**src/logic/swd_pkg.sv**
```systemverilog
// swd_pkg: constants, types and carriers for the staged watchdog block.
// assumes a single 25 MHz clock, synchronous active-low reset.
package swd_pkg;
   localparam int SWD_CLK_HZ = 25000000;
   localparam int SWD_NUM_DOGS = 3;
   localparam int SWD_NUM_STAGES = 4;
   localparam int SWD_CNT_W = 32;
   // dog indices
   localparam int SWD_DOG_MAIN0 = 0;
   localparam int SWD_DOG_MAIN1 = 1;
   localparam int SWD_DOG_AON = 2;
   // fallback slow clock: about 32 kHz from the 25 MHz source
   localparam int SWD_FALLBACK_HZ = 32000;
   localparam int SWD_FALLBACK_HALF = SWD_CLK_HZ / (2 * SWD_FALLBACK_HZ);
   // crystal declared dead after this many microseconds without a crystal edge
   localparam int SWD_XTAL_DEAD_US = 100;
   localparam int SWD_XTAL_DEAD_CYC = (SWD_XTAL_DEAD_US * (SWD_CLK_HZ / 1000000));
   // flash boot time limit, milliseconds
   localparam int SWD_BOOT_LIMIT_MS = 1000;
   localparam int SWD_BOOT_LIMIT_CYC = SWD_BOOT_LIMIT_MS * (SWD_CLK_HZ / 1000);
   // protection unlock key
   localparam logic [31:0] SWD_UNLOCK_KEY = 32'h50d83aa1;
   // reset values
   localparam logic [31:0] SWD_RST_TIMEOUT = 32'h00ffffff;
   localparam logic [3:0] SWD_RST_STAGE_EN = 4'h0;

   typedef enum logic [2:0]
   {
      SWD_ACT_NONE = 3'h0,
      SWD_ACT_INT = 3'h1,
      SWD_ACT_CPU_RST = 3'h2,
      SWD_ACT_CORE_RST = 3'h3,
      SWD_ACT_SYS_RST = 3'h4
   } swd_action_t;

   // stage counter state, gray along stage0..3
   typedef enum logic [1:0]
   {
      SWD_ST0 = 2'h0,
      SWD_ST1 = 2'h1,
      SWD_ST2 = 2'h3,
      SWD_ST3 = 2'h2
   } swd_stage_t;

   // configuration write, one dog, one stage
   typedef struct packed {
      logic valid;
      logic [1:0] dog;
      logic [1:0] stage;
      logic enable;
      swd_action_t action;
      logic [SWD_CNT_W-1:0] timeout;
   } swd_cfg_wr_t;

   // per-dog outcome
   typedef struct packed {
      logic interrupt;
      logic cpuReset;
      logic coreReset;
      logic sysReset;
   } swd_event_t;
endpackage : swd_pkg

```
**src/logic/swd_staged_watchdog.sv**
```systemverilog
// swd_staged_watchdog: three four-stage watchdogs, flash boot guard and
// slow crystal monitor with fallback clock. assumes software drives the
// control ports from logic on clk; the crystal input is asynchronous.
//
// What this block does
// - three independent watchdogs: two main-system, one always-on.
// - four sequential stages per dog, each timeout counted by 32-bit counter.
// - each stage individually configured and enabled; disabled stage still times out but takes no action.
// - main-system stage expiry: interrupt, CPU reset or core reset.
// - always-on stage expiry: interrupt, CPU, core or full system reset.
// - configuration of all dogs is write-protected unless unlocked.
// - flash boot arms always-on dog and first main dog automatically.
// - flash boot not done within limit reboots whole main system.
// - stopped slow crystal raises crystal failure interrupt.
// - crystal failure wakes CPU when in light or deep sleep.
// - on crystal failure a fallback 32 kHz clock replaces the crystal.
`timescale 1ns/1ns
module swd_staged_watchdog
   import swd_pkg::*;
#(
   parameter int BOOT_LIMIT_CYC = SWD_BOOT_LIMIT_CYC,
   parameter int XTAL_DEAD_CYC = SWD_XTAL_DEAD_CYC
)
(
   input wire logic clk,
   input wire logic reset_n,
   input wire logic flashBoot,
   input wire logic bootDone,
   input wire logic [31:0] protectKey,
   input wire logic protectKeyWr,
   input wire swd_cfg_wr_t cfgWr,
   input wire logic [SWD_NUM_DOGS-1:0] dogRun,
   input wire logic [SWD_NUM_DOGS-1:0] feed,
   input wire logic [SWD_NUM_DOGS-1:0] intClear,
   input wire logic slowCrystalClock,
   input wire logic cpuSleeping,
   input wire logic xtalFailClear,
   output logic [SWD_NUM_DOGS-1:0] dogInterrupt,
   output logic cpuReset,
   output logic coreReset,
   output logic sysReset,
   output logic mainSysReboot,
   output logic crystalFailureInterrupt,
   output logic cpuWake,
   output logic slowClockSel,
   output logic fallbackSlowClock,
   output logic slowClockOut,
   output logic protectLocked
);
   // per-dog state
   logic [SWD_NUM_DOGS-1:0] runFF, nxt_run;
   swd_stage_t stageFF [SWD_NUM_DOGS];
   swd_stage_t nxt_stage [SWD_NUM_DOGS];
   logic [SWD_CNT_W-1:0] cntFF [SWD_NUM_DOGS];
   logic [SWD_CNT_W-1:0] nxt_cnt [SWD_NUM_DOGS];
   logic [SWD_CNT_W-1:0] toFF [SWD_NUM_DOGS][SWD_NUM_STAGES];
   logic [SWD_CNT_W-1:0] nxt_to [SWD_NUM_DOGS][SWD_NUM_STAGES];
   swd_action_t actFF [SWD_NUM_DOGS][SWD_NUM_STAGES];
   swd_action_t nxt_act [SWD_NUM_DOGS][SWD_NUM_STAGES];
   logic [SWD_NUM_STAGES-1:0] enFF [SWD_NUM_DOGS];
   logic [SWD_NUM_STAGES-1:0] nxt_en [SWD_NUM_DOGS];
   logic [SWD_NUM_DOGS-1:0] intFF, nxt_int;
   logic cpuRstFF, nxt_cpuRst, coreRstFF, nxt_coreRst, sysRstFF, nxt_sysRst;
   logic lockedFF, nxt_locked;
   logic bootArmedFF, nxt_bootArmed;
   logic [31:0] bootCntFF, nxt_bootCnt;
   logic rebootFF, nxt_reboot;
   logic bootS1FF, bootS2FF, releaseFF;
   // crystal monitor state
   logic xtalS1FF, xtalS2FF, xtalS3FF;
   logic [31:0] deadCntFF, nxt_deadCnt;
   logic xtalDeadFF, nxt_xtalDead;
   logic xtalIntFF, nxt_xtalInt;
   logic wakeFF, nxt_wake;
   logic [15:0] divCntFF, nxt_divCnt;
   logic fallbackFF, nxt_fallback;
   logic slowOutFF, nxt_slowOut;

   function automatic swd_stage_t swd_next_stage(input swd_stage_t s);
      case (s)
         SWD_ST0: swd_next_stage = SWD_ST1;
         SWD_ST1: swd_next_stage = SWD_ST2;
         SWD_ST2: swd_next_stage = SWD_ST3;
         default: swd_next_stage = SWD_ST0;
      endcase
   endfunction : swd_next_stage

   function automatic logic [1:0] swd_stage_idx(input swd_stage_t s);
      case (s)
         SWD_ST0: swd_stage_idx = 2'h0;
         SWD_ST1: swd_stage_idx = 2'h1;
         SWD_ST2: swd_stage_idx = 2'h2;
         default: swd_stage_idx = 2'h3;
      endcase
   endfunction : swd_stage_idx

   // watchdogs, protection, boot guard
   always_comb
   begin
      logic [1:0] si;
      logic expire;
      swd_action_t act;
      si = 2'h0;
      expire = 1'b0;
      act = SWD_ACT_NONE;
      nxt_run = runFF;
      nxt_int = intFF;
      nxt_cpuRst = 1'b0;
      nxt_coreRst = 1'b0;
      nxt_sysRst = 1'b0;
      nxt_locked = lockedFF;
      nxt_bootArmed = bootArmedFF;
      nxt_bootCnt = bootCntFF;
      nxt_reboot = 1'b0;
      for (int d = 0; d < SWD_NUM_DOGS; d++)
      begin
         nxt_stage[d] = stageFF[d];
         nxt_cnt[d] = cntFF[d];
         nxt_en[d] = enFF[d];
         for (int s = 0; s < SWD_NUM_STAGES; s++)
         begin
            nxt_to[d][s] = toFF[d][s];
            nxt_act[d][s] = actFF[d][s];
         end
      end
      if (protectKeyWr)
      begin
         nxt_locked = (protectKey != SWD_UNLOCK_KEY);
      end
      if (cfgWr.valid && !lockedFF && cfgWr.dog < 2'(SWD_NUM_DOGS))
      begin
         nxt_to[cfgWr.dog][cfgWr.stage] = cfgWr.timeout;
         nxt_en[cfgWr.dog][cfgWr.stage] = cfgWr.enable;
         // a main dog cannot take a system reset
         if (cfgWr.dog != 2'(SWD_DOG_AON) && cfgWr.action == SWD_ACT_SYS_RST)
         begin
            nxt_act[cfgWr.dog][cfgWr.stage] = SWD_ACT_CORE_RST;
         end
         else
         begin
            nxt_act[cfgWr.dog][cfgWr.stage] = cfgWr.action;
         end
      end
      for (int d = 0; d < SWD_NUM_DOGS; d++)
      begin
         if (!lockedFF || (bootArmedFF && d != SWD_DOG_MAIN1))
         begin
            nxt_run[d] = dogRun[d] | (bootArmedFF && d != SWD_DOG_MAIN1);
         end
         si = swd_stage_idx(stageFF[d]);
         expire = runFF[d] && cntFF[d] >= toFF[d][si];
         act = actFF[d][si];
         if (feed[d])
         begin
            nxt_stage[d] = SWD_ST0;
            nxt_cnt[d] = '0;
         end
         else if (expire)
         begin
            nxt_stage[d] = swd_next_stage(stageFF[d]);
            nxt_cnt[d] = '0;
            if (enFF[d][si])
            begin
               case (act)
                  SWD_ACT_INT: nxt_int[d] = 1'b1;
                  SWD_ACT_CPU_RST: nxt_cpuRst = 1'b1;
                  SWD_ACT_CORE_RST: nxt_coreRst = 1'b1;
                  SWD_ACT_SYS_RST: nxt_sysRst = (d == SWD_DOG_AON);
                  default: ;
               endcase
            end
         end
         else if (runFF[d])
         begin
            nxt_cnt[d] = cntFF[d] + 32'h1;
         end
         // set wins over clear
         if (intClear[d] && !(expire && enFF[d][si] && act == SWD_ACT_INT))
         begin
            nxt_int[d] = 1'b0;
         end
      end
      if (!releaseFF && bootS2FF)
      begin
         nxt_bootArmed = 1'b1;
      end
      if (bootArmedFF)
      begin
         if (bootDone)
         begin
            nxt_bootArmed = 1'b0;
         end
         else if (bootCntFF >= 32'(BOOT_LIMIT_CYC - 1))
         begin
            nxt_reboot = 1'b1;
            nxt_bootCnt = '0;
         end
         else
         begin
            nxt_bootCnt = bootCntFF + 32'h1;
         end
      end
   end

   always_ff @(posedge clk)
   begin
      if (!reset_n)
      begin
         runFF <= '0;
         intFF <= '0;
         cpuRstFF <= 1'b0;
         coreRstFF <= 1'b0;
         sysRstFF <= 1'b0;
         lockedFF <= 1'b1;
         bootArmedFF <= 1'b0;
         bootCntFF <= '0;
         rebootFF <= 1'b0;
         for (int d = 0; d < SWD_NUM_DOGS; d++)
         begin
            stageFF[d] <= SWD_ST0;
            cntFF[d] <= '0;
            enFF[d] <= SWD_RST_STAGE_EN;
            for (int s = 0; s < SWD_NUM_STAGES; s++)
            begin
               toFF[d][s] <= SWD_RST_TIMEOUT;
               actFF[d][s] <= SWD_ACT_NONE;
            end
         end
      end
      else
      begin
         runFF <= nxt_run;
         intFF <= nxt_int;
         cpuRstFF <= nxt_cpuRst;
         coreRstFF <= nxt_coreRst;
         sysRstFF <= nxt_sysRst;
         lockedFF <= nxt_locked;
         bootArmedFF <= nxt_bootArmed;
         bootCntFF <= nxt_bootCnt;
         rebootFF <= nxt_reboot;
         stageFF <= nxt_stage;
         cntFF <= nxt_cnt;
         enFF <= nxt_en;
         toFF <= nxt_to;
         actFF <= nxt_act;
      end
   end

   // strap synchroniser and reset-release marker; no reset, they only follow their inputs
   always_ff @(posedge clk)
   begin
      bootS1FF <= flashBoot;
      bootS2FF <= bootS1FF;
      releaseFF <= reset_n;
   end

   // crystal monitor
   always_comb
   begin
      nxt_deadCnt = deadCntFF;
      nxt_xtalDead = xtalDeadFF;
      nxt_xtalInt = xtalIntFF;
      nxt_wake = 1'b0;
      nxt_divCnt = divCntFF + 16'h1;
      nxt_fallback = fallbackFF;
      if (xtalS2FF != xtalS3FF)
      begin
         nxt_deadCnt = '0;
      end
      else if (!xtalDeadFF && deadCntFF >= 32'(XTAL_DEAD_CYC - 1))
      begin
         nxt_xtalDead = 1'b1;
         nxt_xtalInt = 1'b1;
         nxt_wake = cpuSleeping;
      end
      else
      begin
         nxt_deadCnt = deadCntFF + 32'h1;
      end
      if (xtalFailClear && !nxt_wake && xtalDeadFF)
      begin
         nxt_xtalInt = 1'b0;
      end
      if (divCntFF >= 16'(SWD_FALLBACK_HALF - 1))
      begin
         nxt_divCnt = '0;
         nxt_fallback = !fallbackFF;
      end
      nxt_slowOut = xtalDeadFF ? fallbackFF : xtalS2FF;
   end

   always_ff @(posedge clk)
   begin
      if (!reset_n)
      begin
         xtalS1FF <= 1'b0;
         xtalS2FF <= 1'b0;
         xtalS3FF <= 1'b0;
         deadCntFF <= '0;
         xtalDeadFF <= 1'b0;
         xtalIntFF <= 1'b0;
         wakeFF <= 1'b0;
         divCntFF <= '0;
         fallbackFF <= 1'b0;
         slowOutFF <= 1'b0;
      end
      else
      begin
         xtalS1FF <= slowCrystalClock;
         xtalS2FF <= xtalS1FF;
         xtalS3FF <= xtalS2FF;
         deadCntFF <= nxt_deadCnt;
         xtalDeadFF <= nxt_xtalDead;
         xtalIntFF <= nxt_xtalInt;
         wakeFF <= nxt_wake;
         divCntFF <= nxt_divCnt;
         fallbackFF <= nxt_fallback;
         slowOutFF <= nxt_slowOut;
      end
   end

   assign dogInterrupt = intFF;
   assign cpuReset = cpuRstFF;
   assign coreReset = coreRstFF;
   assign sysReset = sysRstFF;
   assign mainSysReboot = rebootFF;
   assign crystalFailureInterrupt = xtalIntFF;
   assign cpuWake = wakeFF;
   assign slowClockSel = xtalDeadFF;
   assign fallbackSlowClock = fallbackFF;
   assign slowClockOut = slowOutFF;
   assign protectLocked = lockedFF;
endmodule : swd_staged_watchdog

```
**config.mk**
```make
export PLATFORM = sky130hd
export DESIGN_NAME = swd_staged_watchdog
export DESIGN_NICKNAME = d
export VERILOG_FILES = /design/src/logic/swd_pkg.sv /design/src/logic/swd_staged_watchdog.sv
export SDC_FILE = /design/constraint.sdc
export NUM_CORES = 2
export LEC_CHECK = 0
export BUFFER_PORTS_ARGS = -buffer_cell sky130_fd_sc_hd__buf_2
export CAP_MARGIN = 15
export CELL_PAD_IN_SITES_DETAIL_PLACEMENT = 1
export CELL_PAD_IN_SITES_GLOBAL_PLACEMENT = 1
export CORE_MARGIN = 1
export CORE_UTILIZATION = 30
export CTS_CLUSTER_SIZE = 10
export DETAILED_ROUTE_END_ITERATION = 8
export PLACE_DENSITY_LB_ADDON = 0.1
export SLEW_MARGIN = 20
export SYNTH_ARGS = -nofsm -noshare
export SYNTH_HDL_FRONTEND = slang
export SYNTH_SLANG_ARGS = --single-unit
```
**constraint.sdc**
```tcl
create_clock -name clk -period 3.99 [get_ports clk]
set_clock_uncertainty 0.05 [all_clocks]
set_input_delay 0.1995 -clock clk [delete_from_list [all_inputs] [get_ports clk]]
set_output_delay 0.1995 -clock clk [all_outputs]
set_load 0.01 [all_outputs]
```
==> metrics.txt <==
status finished, final reports clean; CP max FO 32; H-tree Lvls 3; CTS tree done; mux cell area share after synthesis about 8.5%; WHS Endpoint toFF[96]; CP max-delay cell mux4_2; crit path kind reg -> reg; Synth Area in Simple Gates between 20% and 30%; max layer used met4; port buffer count around 100; num ports just over 100; grt total ovfl 0; Initial Util 30.5%; Synth Area in XOR/XNOR ~4.6%; Metal-1 WL approximately 45000 um; Distinct cells, synth 66; post-synthesis sequential area ratio between 40 and 50%; worst reg2reg path depth 16; share of the synthesized area in the top cell type 44.5%; Synth Register Bits about 640; Via density just over 5; P_leak 14.1 nW; met3 WL post-DR between 3000 and 4000 um; Cells after DPL around 4600; antenna-violating nets left 0; Setup crit end kind flip-flop; slowest stage delay, CP 510 ps; largest net degree at the start of global routing 100; Post-Synthesis Cell Area about 29000 um2; 1st-pass router iterations 4; P&R area growth vs syn 17.8%; Final Setup Violations 0; die area 96700 um2; Root Buffer clkbuf_16; met2 wire length about 46000 um; CP Data Arrival Time 4340 ps; Die H about 310 um; Die Width just over 300 um; core region area ~94000 um2; clk sinks about 640; reg2reg end cntFF[44]; latest clock arrival within the worst-skew pair 640 ps; initial DRC count ~1300; initial antenna violation count 6; Peak Freq ~260 MHz; syn avg cell area roughly 8.4 um2; max_slew headroom between 20% and 30%; vias in the first global route about 26000; nets 3729; Crit Reg-Reg Startpoint stageFF[2]; post-DR wirelength/cell between 20 and 25 um; Final Wtd Congestion 0.788; clk buf depth 3; via count around 24000; ordered list of cells on the worst path inv_1, ha_1, nor2_4, buf_12, buf_6, mux4_2, ha_1, o21ai_0, a221oi_2, o31ai_2, buf_4, nand3_2, buf_4, or2_2, buf_12, nor2_1; largest family of logic cells by synthesized area simple AND/OR/NAND/NOR gates; wirelength, routed 97500 um; clk slew on worst S/H paths around 50 ps; Post-Synthesis Cells between 3000 and 4000; Req. time, crit path roughly 4500 ps; count of pins over their slew limit 0; share of layout cells above drive strength 1 around an eighth; ys flop type dfxtp_1; Async S/R FF share, synth 0%; Post-Synth Adder-Cell Area 5.07%; Post-Layout Cell Count 4818; r2r setup slk approximately 160 ps; period utilization a little over nine tenths; cell taking the most area after synthesis dfxtp_1; gr usage total between 20 and 25%; Hold Path Origin cfgWr[0]; MaxCap Viol Count 0; Synth Area in Compound Gates under 10%; post-DP HPWL 64800 um; PwrDens 402 nW/um2; crit start category flip-flop; final hold violation count 0; total power between 10 and 15 mW; WHS Path Cells 3; post-layout min period between 3000 and 4000 ps; Peak supply drop 0.318 mV; EDFF count, synth 0; Fillers between 10000 and 15000; row cnt roughly 110; top post-synthesis cells by area dfxtp_1 45%, nand2_1 12%, mux4_2 8.2%, nand3_1 6.3%, ha_1 5.1%; drt drc 0; Worst-Margin Slew between 1000 and 1500 ps; Syn. warnings 0; first-pass GRT wire length 151000 um; Hold Path Class in -> reg; Num CTS Buffers around 80
## cells in the mapped netlist (13+ instances only)
master    number
dfxtp_1      637
o21ai_0       27
clkbuf_1     177
ha_1         116
xor2_1        95
and3_1        31
buf_2         17
nand2b_1      13
nand3_1      359
a21oi_1      180
nor3_1        23
inv_1        128
mux4_2       104
a211oi_1      23
nor2_1       263
buf_1         15
or3_1         13
and4_1        22
xnor2_1       56
nand4_1       44
nand2_1      940
## registers in the layout, indices dropped and copies added (netlist names), 3 cells and up
signal        count
runFF             3
dogInterrupt      3
actFF            36
enFF             12
toFF            384
divCntFF         16
bootCntFF        32
deadCntFF        32
stageFF           6
cntFF            96
## worst max-delay path, delay by kind of cell, from the launching register on
kind,cells,cell delay [ps]
adders and majority gates,2,520
buffers and inverters,6,850
muxes,1,510
and+or+nand+nor,4,640
DFF,1,340
AOI/OAI and AO/OA,3,830
## layout by cell type (no fill, tap or decap), drive strengths merged, types with 3 or more instances in the layout
cell type	n
o31ai	4
nor2b	12
or4	4
nand2	940
nand2b	14
a221o	5
dlygate4sd3	52
o21ai	29
and4b	4
clkbuf	109
nand3b	4
nand3	361
or2	3
and3	31
xor2	95
a31oi	7
nor2	264
a221oi	4
a211oi	23
mux2i	9
nand4	44
a21o	5
and2	10
xnor2	56
conb	7
inv	132
and4	22
or3	13
mux4	104
nor4b	3
nor3	25
nor4	12
buf	191
dfxtp	637
a21oi	180
nor3b	3
ha	116
clkinv	6
## cells by family after synthesis
group / count (synthesis)
AND/OR/NAND/NOR: 1774
flip-flops: 637
AO/OA/AOI/OAI: 273
other: 1
multiplexers: 113
buffers and inverters: 345
XOR/XNOR: 151
adder cells (fa/ha/maj): 116
## power breakdown
part,internal (mW),total [mW],switching [mW]
Clock,3.97,6.76,2.80
Sequential,6.38,6.39,0.0115
Combinational,0.109,0.407,0.298
Total,10.5,13.6,3.10
## worst max path at each step
stage                from   endpoint  slack (ps)  cells past startpoint
6_report       stageFF[2]  cntFF[44]         160                     16
3_3_place_gp   stageFF[4]  cntFF[73]         -70                     14
4_1_cts        stageFF[2]  cntFF[49]          20                     18
2_1_floorplan  stageFF[2]  cntFF[33]          20                     17
5_1_grt        stageFF[2]  cntFF[45]         -40                     17
3_5_place_dp   stageFF[4]  cntFF[95]        -190                     14
## metal layers
metal | GRT usage (%) | up-vias
li1 | - | 11611
met1 | 26.2 | 12170
met2 | 33.8 | 346
met3 | 2.98 | 166
met4 | 6.53 | 0
met5 | 0 | -
## what timing repair did
action,4_1_cts,5_1_grt
setup endpoints to repair,37,100
gates resized for setup,2,19
hold buffers,52,0
pin swaps,1,3
setup buffers,1,18
hold endpoints to repair,396,0
## per-stage QoR
stage	util (%)	setup TNS [ps]	worst slack, ps	hold WS, ps	area [um2]
2_1_floorplan	-	0	18.6	177	28700
3_3_place_gp	32.6	-2170	-71.3	256	30600
3_5_place_dp	32.6	-5670	-193	257	30600
4_1_cts	35.7	0	19.8	12.5	33500
5_1_grt	35.9	-444	-42.2	20.8	33700
6_report	35.9	0	158	38.9	33700
## area by class of cell
| cell class | instances | area [um2] | share of cell area (%) |
|---|---|---|---|
| multi-input cells | 2434 | 14700 | 43.6 |
| flip-flops and latches | 637 | 12800 | 37.8 |
| clock buffers | 109 | 2220 | 6.59 |
| repair buffers | 243 | 1880 | 5.58 |
| well taps | 1254 | 1570 | 4.65 |
| inverters | 128 | 483 | 1.43 |
| clock inverters | 12 | 125 | 0.371 |
| diodes | 1 | 2.50 | 0.00742 |
(Power assumes the default switching activity.)
